===== src/logic/tfsc_pkg.sv =====
/*
 package for the fire and sequencing configuration bank: register indices,
 field positions, reset values and timing constants.
 assumes a 25 MHz core clock.
*/
package tfsc_pkg;
	localparam int unsigned CLK_HZ = 25000000;
	localparam logic [2:0]  ADDR_FIRE_CFG = 3'h5;
	localparam logic [2:0]  ADDR_ANA_CFG  = 3'h6;
	localparam logic [31:0] RESET_WORD = 32'h0000_0000;
	// fire_output_config fields
	localparam int OUT_SEL_HI = 31;
	localparam int OUT_SEL_LO = 29;
	localparam int START_NOISE_BIT = 28;
	localparam int PHASE_NOISE_DIS_BIT = 27;
	localparam int REPEAT_HI = 26;
	localparam int REPEAT_LO = 24;
	localparam int PHASE_MASK_HI = 23;
	localparam int PHASE_MASK_LO = 8;
	// analog_timing_resolution_config fields
	localparam int ANA_EN_BIT = 31;
	localparam int TEMP_INV_BIT = 30;
	localparam int OFFS_HI = 28;
	localparam int OFFS_LO = 25;
	localparam int CHARGE_HI = 23;
	localparam int CHARGE_LO = 22;
	localparam int EE_IRQ_BIT = 21;
	localparam int SETTLE_HI_BIT = 20;
	localparam int CYC_TEMP_HI = 19;
	localparam int CYC_TEMP_LO = 18;
	localparam int CYC_TOF_HI = 17;
	localparam int CYC_TOF_LO = 16;
	localparam int MAINS_BIT = 15;
	localparam int IDLE_LVL_BIT = 14;
	localparam int QUAD_BIT = 13;
	localparam int DOUBLE_BIT = 12;
	localparam int PORT_ORDER_BIT = 11;
	localparam int PCOUNT_HI = 10;
	localparam int PCOUNT_LO = 8;
	localparam logic [6:0]  PHASE_MASK_MAX_COUNT = 7'h0f;
	// base periods in microseconds, half periods counted
	localparam int unsigned BASE50_US = 20000;
	localparam int unsigned BASE60_US = 16667;
	localparam int unsigned HALF50_CYC = (BASE50_US / 2) * (CLK_HZ / 1000000);
	localparam int unsigned HALF60_CYC = (BASE60_US / 2) * (CLK_HZ / 1000000);
	// rc charge times in microseconds
	localparam int unsigned CHG0_US = 90;
	localparam int unsigned CHG1_US = 120;
	localparam int unsigned CHG2_US = 150;
	localparam int unsigned CHG3_US = 300;
	localparam int unsigned CYC_PER_US = CLK_HZ / 1000000;
	// oscillator settle times in microseconds
	localparam int unsigned SETTLE2_US = 480;
	localparam int unsigned SETTLE3_US = 1460;
	localparam int unsigned SETTLE4_US = 2440;
	localparam int unsigned SETTLE5_US = 5140;
	// time bins in picoseconds
	localparam logic [6:0]  BIN_NORMAL_PS = 7'h5a;
	localparam logic [6:0]  BIN_DOUBLE_PS = 7'h2d;
	localparam logic [6:0]  BIN_QUAD_PS   = 7'h16;
	typedef enum logic [1:0] {
		TFSC_IDLE = 2'b00,
		TFSC_WAIT = 2'b01,
		TFSC_DONE = 2'b10
	} tfsc_state_e;
endpackage


===== src/logic/tfsc_interval_timer.sv =====
/*
 interval timer: waits a number of half base periods after a start pulse.
 assumes start only while idle; half-period length chosen by mains select.
*/
`timescale 1ns/1ns
module tfsc_interval_timer (
	input  wire logic       core_clk_i,
	input  wire logic       resetn_i,
	input  wire logic       start_i,
	input  wire logic       mains_sel_i,
	input  wire logic [1:0] cycle_code_i,
	output logic            fire_o
);
	import tfsc_pkg::*;
	logic [18:0] half_cnt_reg;
	logic [18:0] half_cnt_next;
	logic [2:0]  halves_reg;
	logic [2:0]  halves_next;
	logic        busy_reg;
	logic        busy_next;
	logic        fire_next;
	logic [18:0] half_len;

	always_comb begin
		half_len = mains_sel_i ? 19'(HALF60_CYC - 1) : 19'(HALF50_CYC - 1);
		half_cnt_next = half_cnt_reg;
		halves_next = halves_reg;
		busy_next = busy_reg;
		fire_next = 1'b0;
		if (!busy_reg) begin
			if (start_i) begin
				busy_next = 1'b1;
				half_cnt_next = half_len;
				halves_next = 3'(cycle_code_i) + 3'h2;
			end
		end else if (half_cnt_reg != 19'h0_0000) begin
			half_cnt_next = half_cnt_reg - 19'h0_0001;
		end else if (halves_reg == 3'h1) begin
			busy_next = 1'b0;
			fire_next = 1'b1;
		end else begin
			halves_next = halves_reg - 3'h1;
			half_cnt_next = half_len;
		end
	end

	always_ff @(posedge core_clk_i) begin
		if (!resetn_i) begin
			half_cnt_reg <= 19'h0_0000;
			halves_reg <= 3'h0;
			busy_reg <= 1'b0;
			fire_o <= 1'b0;
		end else begin
			half_cnt_reg <= half_cnt_next;
			halves_reg <= halves_next;
			busy_reg <= busy_next;
			fire_o <= fire_next;
		end
	end
endmodule


===== src/logic/tfsc_config_bank.sv =====
/*
 fire and sequencing configuration bank with fire pulse generator,
 analog front-end control, timing and resolution outputs.
 assumes a host write port (address, data, strobe) and a fire period enable.
*/
// How it works
// - top output bit inverts downstream; middle enables upstream; low enables downstream.
// - start noise enable bit switches noise unit on for start channel.
// - phase noise disable bit one turns off phase noise unit.
// - whole pulse sequence repeats zero to seven extra times.
// - each of first fifteen pulses inverted when its mask bit set.
// - analog enable makes stops analog, muxed, powered only during measurement.
// - temperature invert bit inverts the temperature sense input.
// - comparator offset is two's complement, minus eight to plus seven millivolts.
// - charge timer code gives 90, 120, 150 or 300 microseconds.
// - fourth interrupt enable adds end-of-eeprom source; sources ORed.
// - settle code from upper bit plus two lower bits selects delay.
// - second temperature measurement delayed 1 to 2.5 base periods.
// - second flight measurement delayed 1 to 2.5 base periods.
// - base period 20 ms or 16.67 ms by mains select.
// - inactive fire driver idles high impedance or low.
// - quadruple resolution gives 22 ps bins, mode two only.
// - double resolution gives 45 ps; mode one then only first stop.
// - temperature ports measured ascending or descending by order bit.
// - seven-bit pulse count from upper three plus lower four bits.
// - phase mask ignored when pulse count exceeds fifteen.
`timescale 1ns/1ns
module tfsc_config_bank (
	input  wire logic       core_clk_i,
	input  wire logic       resetn_i,
	input  wire logic       wr_en_i,
	input  wire logic [2:0] wr_addr_i,
	input  wire logic [31:0] wr_data_i,
	input  wire logic [3:0] pulse_count_low_i,
	input  wire logic [1:0] settle_low_i,
	input  wire logic [2:0] int_enable_low_i,
	input  wire logic [2:0] int_source_low_i,
	input  wire logic       eeprom_done_i,
	input  wire logic       fire_period_en_i,
	input  wire logic       fire_start_i,
	input  wire logic       meas_active_i,
	input  wire logic       measure_mode2_i,
	input  wire logic       tof_first_done_i,
	input  wire logic       temp_first_done_i,
	input  wire logic       temperature_sense_input_i,
	output logic            fire_up_o,
	output logic            fire_up_oen_n_o,
	output logic            fire_down_o,
	output logic            fire_down_oen_n_o,
	output logic            fire_busy_o,
	output logic            start_channel_noise_enable_o,
	output logic            phase_noise_enable_o,
	output logic            analog_stop_sel_o,
	output logic            analog_power_o,
	output logic            temp_sense_o,
	output logic signed [3:0] comparator_offset_trim_o,
	output logic            rc_charge_done_o,
	output logic [2:0]      oscillator_settle_select_o,
	output logic [16:0]     settle_cycles_o,
	output logic            second_tof_trigger_o,
	output logic            second_temp_trigger_o,
	output logic [6:0]      bin_ps_o,
	output logic            stop_input_two_enable_o,
	output logic            temp_port_order_o,
	output logic            irq_o
);
	import tfsc_pkg::*;

	// longest settle time needs seventeen bits of core cycles
	function automatic logic [16:0] us_to_cyc(input int unsigned us);
		us_to_cyc = 17'(us * CYC_PER_US);
	endfunction

	logic [31:0] fire_cfg_reg;
	logic [31:0] fire_cfg_next;
	logic [31:0] ana_cfg_reg;
	logic [31:0] ana_cfg_next;

	always_comb begin
		fire_cfg_next = fire_cfg_reg;
		ana_cfg_next = ana_cfg_reg;
		if (wr_en_i && wr_addr_i == ADDR_FIRE_CFG)
			fire_cfg_next = wr_data_i;
		if (wr_en_i && wr_addr_i == ADDR_ANA_CFG)
			ana_cfg_next = wr_data_i;
	end

	always_ff @(posedge core_clk_i) begin
		if (!resetn_i) begin
			fire_cfg_reg <= RESET_WORD;
			ana_cfg_reg <= RESET_WORD;
		end else begin
			fire_cfg_reg <= fire_cfg_next;
			ana_cfg_reg <= ana_cfg_next;
		end
	end

	// field views
	logic [2:0]  out_sel;
	logic [2:0]  repeat_cnt;
	logic [15:0] phase_mask;
	logic [6:0]  pulse_total;
	logic        idle_low;
	assign out_sel = fire_cfg_reg[OUT_SEL_HI:OUT_SEL_LO];
	assign repeat_cnt = fire_cfg_reg[REPEAT_HI:REPEAT_LO];
	assign phase_mask = fire_cfg_reg[PHASE_MASK_HI:PHASE_MASK_LO];
	assign pulse_total = {ana_cfg_reg[PCOUNT_HI:PCOUNT_LO], pulse_count_low_i};
	assign idle_low = ana_cfg_reg[IDLE_LVL_BIT];

	// fire pulse generator: each pulse is a high then low period enable
	logic [6:0]  pulse_idx_reg;
	logic [6:0]  pulse_idx_next;
	logic [2:0]  rep_left_reg;
	logic [2:0]  rep_left_next;
	logic        phase_reg;
	logic        phase_next;
	logic        running_reg;
	logic        running_next;
	logic        wave;
	logic        up_lvl;
	logic        dn_lvl;
	logic        fire_up_next;
	logic        fire_up_oen_n_next;
	logic        fire_down_next;
	logic        fire_down_oen_n_next;

	always_comb begin
		pulse_idx_next = pulse_idx_reg;
		rep_left_next = rep_left_reg;
		phase_next = phase_reg;
		running_next = running_reg;
		if (!running_reg) begin
			if (fire_start_i && pulse_total != 7'h00) begin
				running_next = 1'b1;
				pulse_idx_next = 7'h00;
				phase_next = 1'b0;
				rep_left_next = repeat_cnt;
			end
		end else if (fire_period_en_i) begin
			phase_next = ~phase_reg;
			if (phase_reg) begin
				if (pulse_idx_reg == pulse_total - 7'h01) begin
					pulse_idx_next = 7'h00;
					if (rep_left_reg == 3'h0)
						running_next = 1'b0;
					else
						rep_left_next = rep_left_reg - 3'h1;
				end else begin
					pulse_idx_next = pulse_idx_reg + 7'h01;
				end
			end
		end
		wave = running_reg & ~phase_reg;
		if (pulse_total <= PHASE_MASK_MAX_COUNT && running_reg &&
				phase_mask[pulse_idx_reg[3:0]])
			wave = phase_reg;
		up_lvl = wave;
		dn_lvl = out_sel[2] ? ~wave : wave;
		// enabled outputs drive; inactive one is z or low
		fire_up_next = out_sel[1] & running_reg & up_lvl;
		fire_up_oen_n_next = ~((out_sel[1] & running_reg) | idle_low);
		fire_down_next = out_sel[0] & running_reg & dn_lvl;
		fire_down_oen_n_next = ~((out_sel[0] & running_reg) | idle_low);
	end

	always_ff @(posedge core_clk_i) begin
		if (!resetn_i) begin
			pulse_idx_reg <= 7'h00;
			rep_left_reg <= 3'h0;
			phase_reg <= 1'b0;
			running_reg <= 1'b0;
			fire_up_o <= 1'b0;
			fire_up_oen_n_o <= 1'b1;
			fire_down_o <= 1'b0;
			fire_down_oen_n_o <= 1'b1;
			fire_busy_o <= 1'b0;
		end else begin
			pulse_idx_reg <= pulse_idx_next;
			rep_left_reg <= rep_left_next;
			phase_reg <= phase_next;
			running_reg <= running_next;
			fire_busy_o <= running_next;
			fire_up_o <= fire_up_next;
			fire_up_oen_n_o <= fire_up_oen_n_next;
			fire_down_o <= fire_down_next;
			fire_down_oen_n_o <= fire_down_oen_n_next;
		end
	end

	// rc charge timer, started when a measurement begins with analog on
	logic [13:0] chg_cnt_reg;
	logic [13:0] chg_cnt_next;
	logic        meas_d_reg;
	logic        chg_done_next;
	logic [13:0] chg_len;
	logic [16:0] settle_len;
	// next values of the registered control outputs
	logic              noise_en_next;
	logic              phase_noise_en_next;
	logic              stop_sel_next;
	logic              power_next;
	logic              temp_sense_next;
	logic signed [3:0] offset_next;
	logic [2:0]        settle_sel_next;
	logic [6:0]        bin_next;
	logic              stop_two_next;
	logic              port_order_next;
	logic              irq_next;

	always_comb begin
		case (ana_cfg_reg[CHARGE_HI:CHARGE_LO])
			2'h0: chg_len = 14'(us_to_cyc(CHG0_US));
			2'h1: chg_len = 14'(us_to_cyc(CHG1_US));
			2'h2: chg_len = 14'(us_to_cyc(CHG2_US));
			default: chg_len = 14'(us_to_cyc(CHG3_US));
		endcase
		settle_sel_next = {ana_cfg_reg[SETTLE_HI_BIT], settle_low_i};
		// cycle count follows the select in the same cycle
		case (settle_sel_next)
			3'h0: settle_len = 17'h0_0000;
			3'h1: settle_len = 17'h0_0000;
			3'h2: settle_len = us_to_cyc(SETTLE2_US);
			3'h3: settle_len = us_to_cyc(SETTLE3_US);
			3'h4: settle_len = us_to_cyc(SETTLE4_US);
			default: settle_len = us_to_cyc(SETTLE5_US);
		endcase
		chg_cnt_next = chg_cnt_reg;
		chg_done_next = rc_charge_done_o;
		if (!ana_cfg_reg[ANA_EN_BIT] || !meas_active_i) begin
			chg_cnt_next = 14'h0000;
			chg_done_next = 1'b0;
		end else if (!meas_d_reg) begin
			chg_cnt_next = chg_len;
		end else if (chg_cnt_reg != 14'h0000) begin
			chg_cnt_next = chg_cnt_reg - 14'h0001;
		end else begin
			chg_done_next = 1'b1;
		end
		noise_en_next = fire_cfg_reg[START_NOISE_BIT];
		phase_noise_en_next = ~fire_cfg_reg[PHASE_NOISE_DIS_BIT];
		stop_sel_next = ana_cfg_reg[ANA_EN_BIT];
		power_next = ana_cfg_reg[ANA_EN_BIT] & meas_active_i;
		temp_sense_next = temperature_sense_input_i ^ ana_cfg_reg[TEMP_INV_BIT];
		offset_next = signed'(ana_cfg_reg[OFFS_HI:OFFS_LO]);
		// quadruple only counts in mode two; otherwise double if its bit is set, else normal
		bin_next = BIN_NORMAL_PS;
		if (ana_cfg_reg[QUAD_BIT] && measure_mode2_i)
			bin_next = BIN_QUAD_PS;
		else if (ana_cfg_reg[DOUBLE_BIT])
			bin_next = BIN_DOUBLE_PS;
		stop_two_next = measure_mode2_i | ~ana_cfg_reg[DOUBLE_BIT];
		port_order_next = ana_cfg_reg[PORT_ORDER_BIT];
		irq_next = |(int_enable_low_i & int_source_low_i) |
			(ana_cfg_reg[EE_IRQ_BIT] & eeprom_done_i);
	end

	always_ff @(posedge core_clk_i) begin
		if (!resetn_i) begin
			chg_cnt_reg <= 14'h0000;
			meas_d_reg <= 1'b0;
			rc_charge_done_o <= 1'b0;
			start_channel_noise_enable_o <= 1'b0;
			phase_noise_enable_o <= 1'b0;
			analog_stop_sel_o <= 1'b0;
			analog_power_o <= 1'b0;
			temp_sense_o <= 1'b0;
			comparator_offset_trim_o <= 4'h0;
			oscillator_settle_select_o <= 3'h0;
			settle_cycles_o <= 17'h0_0000;
			bin_ps_o <= BIN_NORMAL_PS;
			stop_input_two_enable_o <= 1'b0;
			temp_port_order_o <= 1'b0;
			irq_o <= 1'b0;
		end else begin
			chg_cnt_reg <= chg_cnt_next;
			meas_d_reg <= meas_active_i;
			rc_charge_done_o <= chg_done_next;
			start_channel_noise_enable_o <= noise_en_next;
			phase_noise_enable_o <= phase_noise_en_next;
			analog_stop_sel_o <= stop_sel_next;
			analog_power_o <= power_next;
			temp_sense_o <= temp_sense_next;
			comparator_offset_trim_o <= offset_next;
			oscillator_settle_select_o <= settle_sel_next;
			settle_cycles_o <= settle_len;
			bin_ps_o <= bin_next;
			stop_input_two_enable_o <= stop_two_next;
			temp_port_order_o <= port_order_next;
			irq_o <= irq_next;
		end
	end

	tfsc_interval_timer u_tof_timer (
		.core_clk_i   (core_clk_i),
		.resetn_i     (resetn_i),
		.start_i      (tof_first_done_i),
		.mains_sel_i  (ana_cfg_reg[MAINS_BIT]),
		.cycle_code_i (ana_cfg_reg[CYC_TOF_HI:CYC_TOF_LO]),
		.fire_o       (second_tof_trigger_o)
	);

	tfsc_interval_timer u_temp_timer (
		.core_clk_i   (core_clk_i),
		.resetn_i     (resetn_i),
		.start_i      (temp_first_done_i),
		.mains_sel_i  (ana_cfg_reg[MAINS_BIT]),
		.cycle_code_i (ana_cfg_reg[CYC_TEMP_HI:CYC_TEMP_LO]),
		.fire_o       (second_temp_trigger_o)
	);
endmodule


===== config.mk =====
export PLATFORM = sky130hd
export DESIGN_NAME = tfsc_config_bank
export DESIGN_NICKNAME = d
export VERILOG_FILES = /design/src/logic/tfsc_pkg.sv /design/src/logic/tfsc_interval_timer.sv /design/src/logic/tfsc_config_bank.sv
export SDC_FILE = /design/constraint.sdc
export NUM_CORES = 1
export LEC_CHECK = 0
export BUFFER_PORTS_ARGS = -buffer_cell sky130_fd_sc_hd__buf_4
export CAP_MARGIN = 5
export CELL_PAD_IN_SITES_DETAIL_PLACEMENT = 1
export CELL_PAD_IN_SITES_GLOBAL_PLACEMENT = 2
export CORE_MARGIN = 2
export CORE_UTILIZATION = 31
export CTS_CLUSTER_SIZE = 8
export DETAILED_ROUTE_END_ITERATION = 12
export PLACE_DENSITY_LB_ADDON = 0.3
export SYNTH_ARGS = -nofsm -noshare
export SYNTH_HDL_FRONTEND = slang
export SYNTH_SLANG_ARGS = --single-unit

===== constraint.sdc =====
create_clock -name core_clk_i -period 2.75 [get_ports core_clk_i]
set_clock_uncertainty 0.05 [all_clocks]
set_input_delay 0.6875 -clock core_clk_i [delete_from_list [all_inputs] [get_ports core_clk_i]]
set_output_delay 0.6875 -clock core_clk_i [all_outputs]
set_load 0.03 [all_outputs]

==> results of run 1 <==
cell usage after synthesis, types with 4 or more instances:
master    instances  area (sq um)
dfxtp_1         156          3120
nand2_1         153           574
a21oi_1          90           450
nor2_1           68           255
o21ai_0          35           175
inv_1            31           116
clkbuf_1         29           109
nand3_1          27           135
nor3_1           20           100
xor2_1           19           166
ha_1             18           225
and2_1           14          87.6
xnor2_1          14           123
nor4_1           12          75.1
buf_4            10          75.1
nand2b_1          9          56.3
or4_1             9          67.6
nor2b_1           8          50.1
a31oi_1           7          43.8
buf_1             7          26.3
a22oi_1           6          45.0
o211ai_1          6          45.0
or3_1             6          37.5
a21o_1            5          37.5
a311oi_1          5          43.8
a32o_1            5          50.1
mux2i_1           5          50.1
nand3b_1          5          37.5
nand4b_1          5          43.8
mux4_2            4          90.1
nor3b_1           4          30.0
o22ai_1           4          25.0
kinds of logic after synthesis:
| family | Yosys count |
|---|---|
| multiplexers | 9 |
| flip-flops | 156 |
| AO/OA/AOI/OAI | 201 |
| other | 1 |
| XOR/XNOR | 33 |
| buffers and inverters | 81 |
| adder cells (fa/ha/maj) | 18 |
| AND/OR/NAND/NOR | 361 |
how the worst max path moves through the flow:
stage / cells past startpoint / slack [ns] / to
6_report: 6 / 0.23 / u_temp_timer.half_cnt_reg[15]
5_1_grt: 6 / 0.04 / u_temp_timer.half_cnt_reg[15]
4_1_cts: 6 / 0.22 / u_tof_timer.half_cnt_reg[6]
3_5_place_dp: 9 / -0.18 / rep_left_reg[1]
3_3_place_gp: 10 / -0.15 / pulse_idx_reg[2]
2_1_floorplan: 9 / 0.08 / pulse_idx_reg[0]
report_power, final:
group	leakage [nW]	switching, mW	internal (mW)	total (mW)
registers	1.27	0.110	2.37	2.47
clock network	0.283	1.16	1.23	2.38
logic	2.08	0.546	0.410	0.957
cell type report:
cell class	instances	share of cell area [%]
Clock buffer	17	4.74
Clock inverter	15	1.98
Inverter	33	1.38
Multi-Input combinational cell	624	40.9
Sequential cell	156	34.8
Tap cell	285	3.97
Timing Repair Buffer	147	12.3
through the flow:
step | TNS [ns] | cell area, sq um
after floorplan | 0 | 7130
after global placement | -1.15 | 8380
after detailed placement | -1.39 | 8380
after CTS | 0 | 8980
after global routing | 0 | 8980
final | 0 | 8980
layer usage:
metal | wire length [microns] | global-route usage [%] | up-vias
li1 | - | - | 3243
met5 | 0 | 0 | -
met3 | 651 | 3.14 | 12
met2 | 9860 | 29.1 | 106
met1 | 10000 | 23.4 | 3127
met4 | 194 | 5.37 | 0
worst register-to-register path, delay by kind of cell (launching register included):
kind	cells	cell delay, ns
AND/OR/NAND/NOR	3	1.22
AO/OA/AOI/OAI	2	0.62
buffers and inverters	1	0.15
flip-flops	1	0.37
==> flow_metrics.tcl, run 1 <==
set metrics [dict create \
    drt_iter0_drc 327 \
    crit_arrival_ns 2.79 \
    post_drt_wl_per_cell_microns 16.2 \
    dr_total_vias 6488 \
    critPathSlowestCell "or4_1" \
    required_ns 3.02 \
    slowest_delay_ns 0.65 \
    die_area_sq_um 24200 \
    leakage_nw 3.63 \
    netlist_area_sq_um 7120 \
    final_common_cell "dfxtp_1" \
    grt_max_degree 30 \
    synthSimpleGateAreaFrac_pct 24.2 \
    ys_seq_elements 156 \
    antenna_cells 0 \
    io_pins 105 \
    coreArea_sq_um 22600 \
    min_period_ns 2.52 \
    path_class "register to register" \
    vias_per_cell 5.08 \
    final-instance-count-excl-fill 1277 \
    clk_latency_ns 0.44 \
    maxSlewViolCount 0 \
    ctsHtreeMaxLevel 4 \
    io_buffers 94 \
    grt_antenna_before_repair 0 \
    worstReg2RegEnd "u_temp_timer.half_cnt_reg[15]" \
    layout-drive-gt1-share_pct 20.6 \
    post_cts_buffers 0 \
    end_kind "register" \
    synthArstFlopShare_pct 0 \
    syn_avg_cell_area_sq_um 8.28 \
    crit_start "u_temp_timer.half_cnt_reg[11]" \
    clock_path_buffers 2 \
    cts_tree "built" \
    critical_path.top_delay_family "simple AND/OR/NAND/NOR gates" \
    fin_crit_sh_pct 91.6 \
    critPathBufInv 1 \
    synthXorXnorAreaFrac_pct 4.06 \
    reg2reg_from "u_temp_timer.half_cnt_reg[11]" \
    path_clk_slew_ns 0.07 \
    place_ws_ns -0.177 \
    layout_common_cells "dfxtp_1, nand2_1, buf_4" \
    rrSetupSlack_ns 0.23 \
    tightest_slew_ns 0.790 \
    largest_register_ffs 24 \
    worst_slack_ns 0.232 \
    postLayoutCoreUtil_pct 39.8 \
    synth_fa_ha_area_share_pct 3.16 \
    yosys.cell_types.count 71 \
    yosysWarnings 0 \
    hp-start "fire_cfg_reg[27]" \
    synth-edff-count 0 \
    crit_chain "or4_1 > nor4_2 > a41oi_1 > nand2_1 > inv_1 > a32o_1" \
    grtUsageTotal_pct 17.6 \
    grt_pass1_wl_microns 33800 \
    clock-sinks 156 \
    total_power_mw 5.81 \
    place_congestion 0.773 \
    die_w_microns 156 \
    fin_hold_ws_ns 0.368 \
    routed_wl_microns 20700 \
    num_rows 55 \
    cts.repair.resized 0 \
    ant_nets 0 \
    irDropWorstVdd_v 0.000344 \
    fillers 2708 \
    setup-violations-final 0 \
    synthFlopType "dfxtp_1" \
    cap_violations 0 \
    overflow 0 \
    nNetsFinal 1055 \
    regArea_sq_um 3120 \
    multiInputGateArea_sq_um 3670 \
    initial_core_util_pct 31.6 \
    cts-buffers-inserted 17 \
    ctsHoldBuffers 0 \
    place_inst 1245 \
    cts_root_buf "clkbuf_16" \
    power_density_nw_per_um2 647 \
    finalHoldViolations 0 \
    ys_seq_area_share_pct 43.9 \
    syn2layout_area_growth_pct 26.1 \
    die_h_microns 156 \
    drt_first_pass_iters 4 \
    synth_compound_area_share_pct 17.9 \
    synth_top_family_by_area "simple AND/OR/NAND/NOR gates" \
    rsz0062_at_grt "false" \
    grt_pass1_vias 6606 \
    slew_headroom_pct 47.1 \
    max_freq_mhz 397 \
    cp_max_fo 7 \
    status "finished clean" \
    hold_path_end "phase_noise_enable_o" \
    place_hpwl_microns 15000 \
    min_path_cells 1 \
    syn_inst 860 \
    synthMuxAreaShare_pct 1.97 \
    r2r_cells 6 \
    route.detailed.drc 0 \
    crit_path_start_kind "register" \
    hp-class "register to register" \
]
Note: power is estimated with default switching activity, not from simulation.
==> run 2, diff against run 1 <==
Settings changed: GPL_TIMING_DRIVEN from default to 0.
==> run 2 against run 1 <==
Compared with the run above: cell area is 0.92% lower; global-route usage increased by 0.86 points; first-iteration DRC count down 16%; sequential power hardly changed; hold slack worse by 0.0041 ns; non-clock buffer count decreased by 5; combinational power down 0.9%; flip-flop and latch count unchanged; total power hardly changed; register-to-register slack got worse by 0.099 ns; via count grew 0.28%; largest cell class unchanged.
==> flow_metrics.tcl, run 2 (synthesis gave the netlist of run 1 again) <==
set metrics [dict create \
    num_rows 55 \
    final-instance-count-excl-fill 1272 \
    layout_common_cells "dfxtp_1, nand2_1, buf_4" \
    crit_arrival_ns 2.89 \
    end_kind "register" \
    cts_root_buf "clkbuf_16" \
    grtUsageTotal_pct 18.4 \
    setup-tns-final_ns 0 \
    place_hpwl_microns 15900 \
    die_h_microns 156 \
    ant_nets 0 \
    grt_max_degree 17 \
    cp_max_fo 8 \
    max_freq_mhz 382 \
    grt_pass1_wl_microns 35100 \
    grt_pass1_vias 6612 \
    crit_chain "or4_4 > or4_1 > buf_2 > o21ai_4 > nand2_4 > o311a_1 > o31a_1" \
    routed_wl_microns 21900 \
    largest_register_ffs 24 \
    place_inst 1239 \
    crit_path_start_kind "register" \
    syn2layout_area_growth_pct 24.9 \
    irDropWorstVdd_v 0.000299 \
    layout-drive-gt1-share_pct 17.2 \
    dr_total_vias 6506 \
    hp-class "register to register" \
    slowest_delay_ns 0.58 \
    io_pins 105 \
    critPathBufInv 1 \
    min_period_ns 2.62 \
    die_area_sq_um 24200 \
    coreArea_sq_um 22600 \
    cts_tree "built" \
    critical_path.top_delay_family "simple AND/OR/NAND/NOR gates" \
    post_drt_wl_per_cell_microns 17.2 \
    setup-violations-final 0 \
    ctsHoldBuffers 0 \
    path_clk_slew_ns 0.07 \
    vias_per_cell 5.11 \
    final_common_cell "dfxtp_1" \
    rsz0062_at_grt "false" \
    antenna_cells 0 \
    ctsHtreeMaxLevel 4 \
    power_density_nw_per_um2 653 \
    place_congestion 0.792 \
    leakage_nw 3.50 \
    io_buffers 93 \
    clock_path_buffers 2 \
    initial_core_util_pct 31.6 \
    finalHoldViolations 0 \
    cap_violations 0 \
    maxSlewViolCount 0 \
    clk_latency_ns 0.43 \
    status "finished clean" \
    slew_headroom_pct 36.0 \
    drt_iter0_drc 275 \
    critPathSlowestCell "or4_4" \
    required_ns 3.02 \
    overflow 0 \
    fin_crit_sh_pct 95.2 \
    path_class "register to register" \
    route.detailed.drc 0 \
    cts-buffers-inserted 17 \
    clock-sinks 156 \
    tightest_slew_ns 0.959 \
    grt_antenna_before_repair 0 \
    nNetsFinal 1050 \
    die_w_microns 156 \
    drt_first_pass_iters 4 \
]
## run 2: metrics by stage
stage	hold WS [ns]	power, mW	utilization (%)	area [sq um]	worst slack (ns)
floorplan	0.342	3.09	-	7130	0.0826
global placement	0.350	3.40	36.2	8180	-0.493
detailed placement	0.359	3.41	36.2	8180	-0.480
CTS	0.366	5.82	39.0	8800	0.0395
global route	0.403	6.07	39.4	8900	0.00940
finish	0.363	5.81	39.4	8900	0.132
## run 2: area by class of cell
class	instances	area (sq um)
Fill cell	2728	13700
Sequential cell	156	3120
Clock inverter	15	163
Buffer	48	224
Clock buffer	17	425
Tap cell	285	357
Timing Repair Buffer	94	706
Inverter	33	124
Multi-Input combinational cell	624	3770
## run 2: path summary, 6_finish.rpt
kind | endpoint | slack [ns] | start | cells after the start
setup / recovery | u_tof_timer.half_cnt_reg[15] | 0.13 | u_tof_timer.half_cnt_reg[10] | 7
hold / removal | phase_noise_enable_o | 0.36 | fire_cfg_reg[27] | 1
hold reg to reg | phase_noise_enable_o | 0.36 | fire_cfg_reg[27] | 1
setup reg to reg | u_tof_timer.half_cnt_reg[15] | 0.13 | u_tof_timer.half_cnt_reg[10] | 7
## run 2: what timing repair did
action / CTS / global route
buffers inserted: 0 / 1
gates resized for setup: 6 / 12
pin swaps: 0 / 2
setup endpoints to repair: 26 / 35
gates cloned: 0 / 0
## run 2: power breakdown
group,internal [mW],total [mW],switching (mW)
combinational,0.360,0.948,0.589
clock,1.35,2.39,1.04
sequential,2.37,2.47,0.101
total,4.08,5.81,1.73
## run 2: routing by layer
metal	GRT usage, %	vias up	routed length (microns)
li1	-	3234	-
met1	24.3	3144	10400
met2	31.0	106	10400
met3	3.42	22	671
met4	4.94	0	327
met5	0	-	0
==> run 3, diff against run 2 <==
Settings changed: HOLD_SLACK_MARGIN from default to 0.02, PLACE_DENSITY_LB_ADDON 0.3 to 0.08.
==> run 3 against run 2 <==
Compared with the run above: sequential share of layout area down 0.13 points; critical path depth up 1; non-clock buffer count increased by 7; cell area grew 0.38%; count of clock-buffer cells in the layout rose by 7; total power decreased by 0.33%; cell count is 0.55% higher; first-iteration DRC count fell by 4.0%; combinational power up 0.8%; hold slack improved by 0.025 ns; largest cell class unchanged.
==> flow_metrics.tcl, run 3 (synthesis gave the netlist of run 1 again) <==
set metrics [dict create \
    status "finished clean" \
    die_area_sq_um 24200 \
    hp-class "register to register" \
    largest_register_ffs 24 \
    max_freq_mhz 383 \
    hp-start "fire_cfg_reg[27]" \
    antenna_cells 0 \
    final-instance-count-excl-fill 1279 \
    crit_path_start_kind "register" \
    place_inst 1239 \
    post_drt_wl_per_cell_microns 17.3 \
    syn2layout_area_growth_pct 25.4 \
    dpl-instance-area_sq_um 8180 \
    cts_root_buf "clkbuf_16" \
    cp_max_fo 6 \
    crit_start "u_tof_timer.half_cnt_reg[10]" \
    required_ns 3.01 \
    die_h_microns 156 \
    ctsHoldBuffers 0 \
    grtUsageTotal_pct 18.7 \
    critPathBufInv 2 \
    drt_iter0_drc 264 \
    route.detailed.drc 0 \
    layout_common_cells "dfxtp_1, nand2_1, buf_4" \
    power_density_nw_per_um2 648 \
    clock-sinks 156 \
    tightest_slew_ns 0.881 \
    grt_pass1_wl_microns 35400 \
    maxSlewViolCount 0 \
    die_w_microns 156 \
    ant_nets 0 \
    crit_arrival_ns 2.87 \
    coreArea_sq_um 22600 \
    final_common_cell "dfxtp_1" \
    grt_max_degree 17 \
    layout-drive-gt1-share_pct 17.6 \
    final_area_sq_um 8930 \
    initial_core_util_pct 31.6 \
    overflow 0 \
    finalHoldViolations 0 \
    fin_crit_sh_pct 95.0 \
    grt_antenna_before_repair 0 \
    critPathSlowestCell "or4_4" \
    grt_pass1_vias 6471 \
    slew_headroom_pct 41.0 \
    place_congestion 0.730 \
    cts-buffers-inserted 17 \
    io_pins 105 \
    path_clk_slew_ns 0.07 \
    nNetsFinal 1057 \
    ctsHtreeMaxLevel 4 \
    routed_wl_microns 22100 \
    setup-violations-final 0 \
    io_buffers 93 \
    postLayoutCoreUtil_pct 39.6 \
    min_period_ns 2.61 \
    vias_per_cell 5.06 \
    rsz0062_at_grt "false" \
    cap_violations 0 \
    clk_latency_ns 0.42 \
    dr_total_vias 6470 \
    num_rows 55 \
    path_class "register to register" \
    cts_tree "built" \
    end_kind "register" \
    irDropWorstVdd_v 0.000330 \
    place_hpwl_microns 16300 \
    critical_path.top_delay_family "simple AND/OR/NAND/NOR gates" \
    fillers 2709 \
    slowest_delay_ns 0.58 \
    drt_first_pass_iters 7 \
    leakage_nw 3.53 \
    reg2reg_from "u_tof_timer.half_cnt_reg[10]" \
    clock_path_buffers 2 \
    crit_chain "or4_4 > or4_1 > buf_2 > o21ai_4 > buf_4 > nand2_4 > o311a_1 > o31a_1" \
]
## run 3: cell types whose count changed in the layout (fill, tap and decap cells not counted), sizes merged
| cell | change |
|---|---|
| clkbuf | +7 |
| buf | +7 |
| bufinv | -1 |
| clkinv | -1 |
| inv | -5 |
## run 3: power by group
| part | total (mW) | internal (mW) | switching [mW] |
|---|---|---|---|
| sequential | 2.47 | 2.37 | 0.100 |
| combinational | 0.956 | 0.373 | 0.583 |
| clock | 2.36 | 1.40 | 0.969 |
## run 3: timing repair
item | 4_1_cts | 5_1_grt
setup buffers | 0 | 7
endpoints found under the setup margin | 28 | 29
endpoints found under the hold margin | 0 | 0
gates cloned | 0 | 1
pin swaps | 1 | 2
gates resized for setup | 7 | 10
## run 3: final cells by class
| cell class | count | area, sq um | area share (%) |
|---|---|---|---|
| buffer | 48 | 225 | 2.52 |
| clock buffer | 24 | 512 | 5.73 |
| clock inverter | 8 | 81.3 | 0.911 |
| inverter | 33 | 124 | 1.39 |
| multi-input combinational | 624 | 3750 | 42.0 |
| sequential | 156 | 3120 | 35.0 |
| tap | 285 | 357 | 3.99 |
| timing repair buffer | 101 | 756 | 8.46 |
## run 3: final timing paths
kind	end	slack, ns	cells after the start
setup / recovery	u_tof_timer.half_cnt_reg[15]	0.14	8
hold / removal	phase_noise_enable_o	0.39	1
setup reg to reg	u_tof_timer.half_cnt_reg[15]	0.14	8
hold reg to reg	phase_noise_enable_o	0.39	1
## run 3: routing by layer
metal	wire length, microns	global-route usage [%]
met1	11200	26.6
met2	10100	29.7
met3	652	2.83
met4	199	4.46
met5	0	0
## run 3: metrics by stage
stage | total power [mW] | setup TNS (ns) | hold WS [ns] | setup slack (ns)
after floorplan | 3.09 | 0 | 0.342 | 0.0826
after global placement | 3.41 | -8.01 | 0.383 | -0.502
after detailed placement | 3.41 | -7.56 | 0.386 | -0.527
after CTS | 5.81 | 0 | 0.388 | 0.0279
after global routing | 6.07 | 0 | 0.400 | 0.00400
final | 5.79 | 0 | 0.389 | 0.138
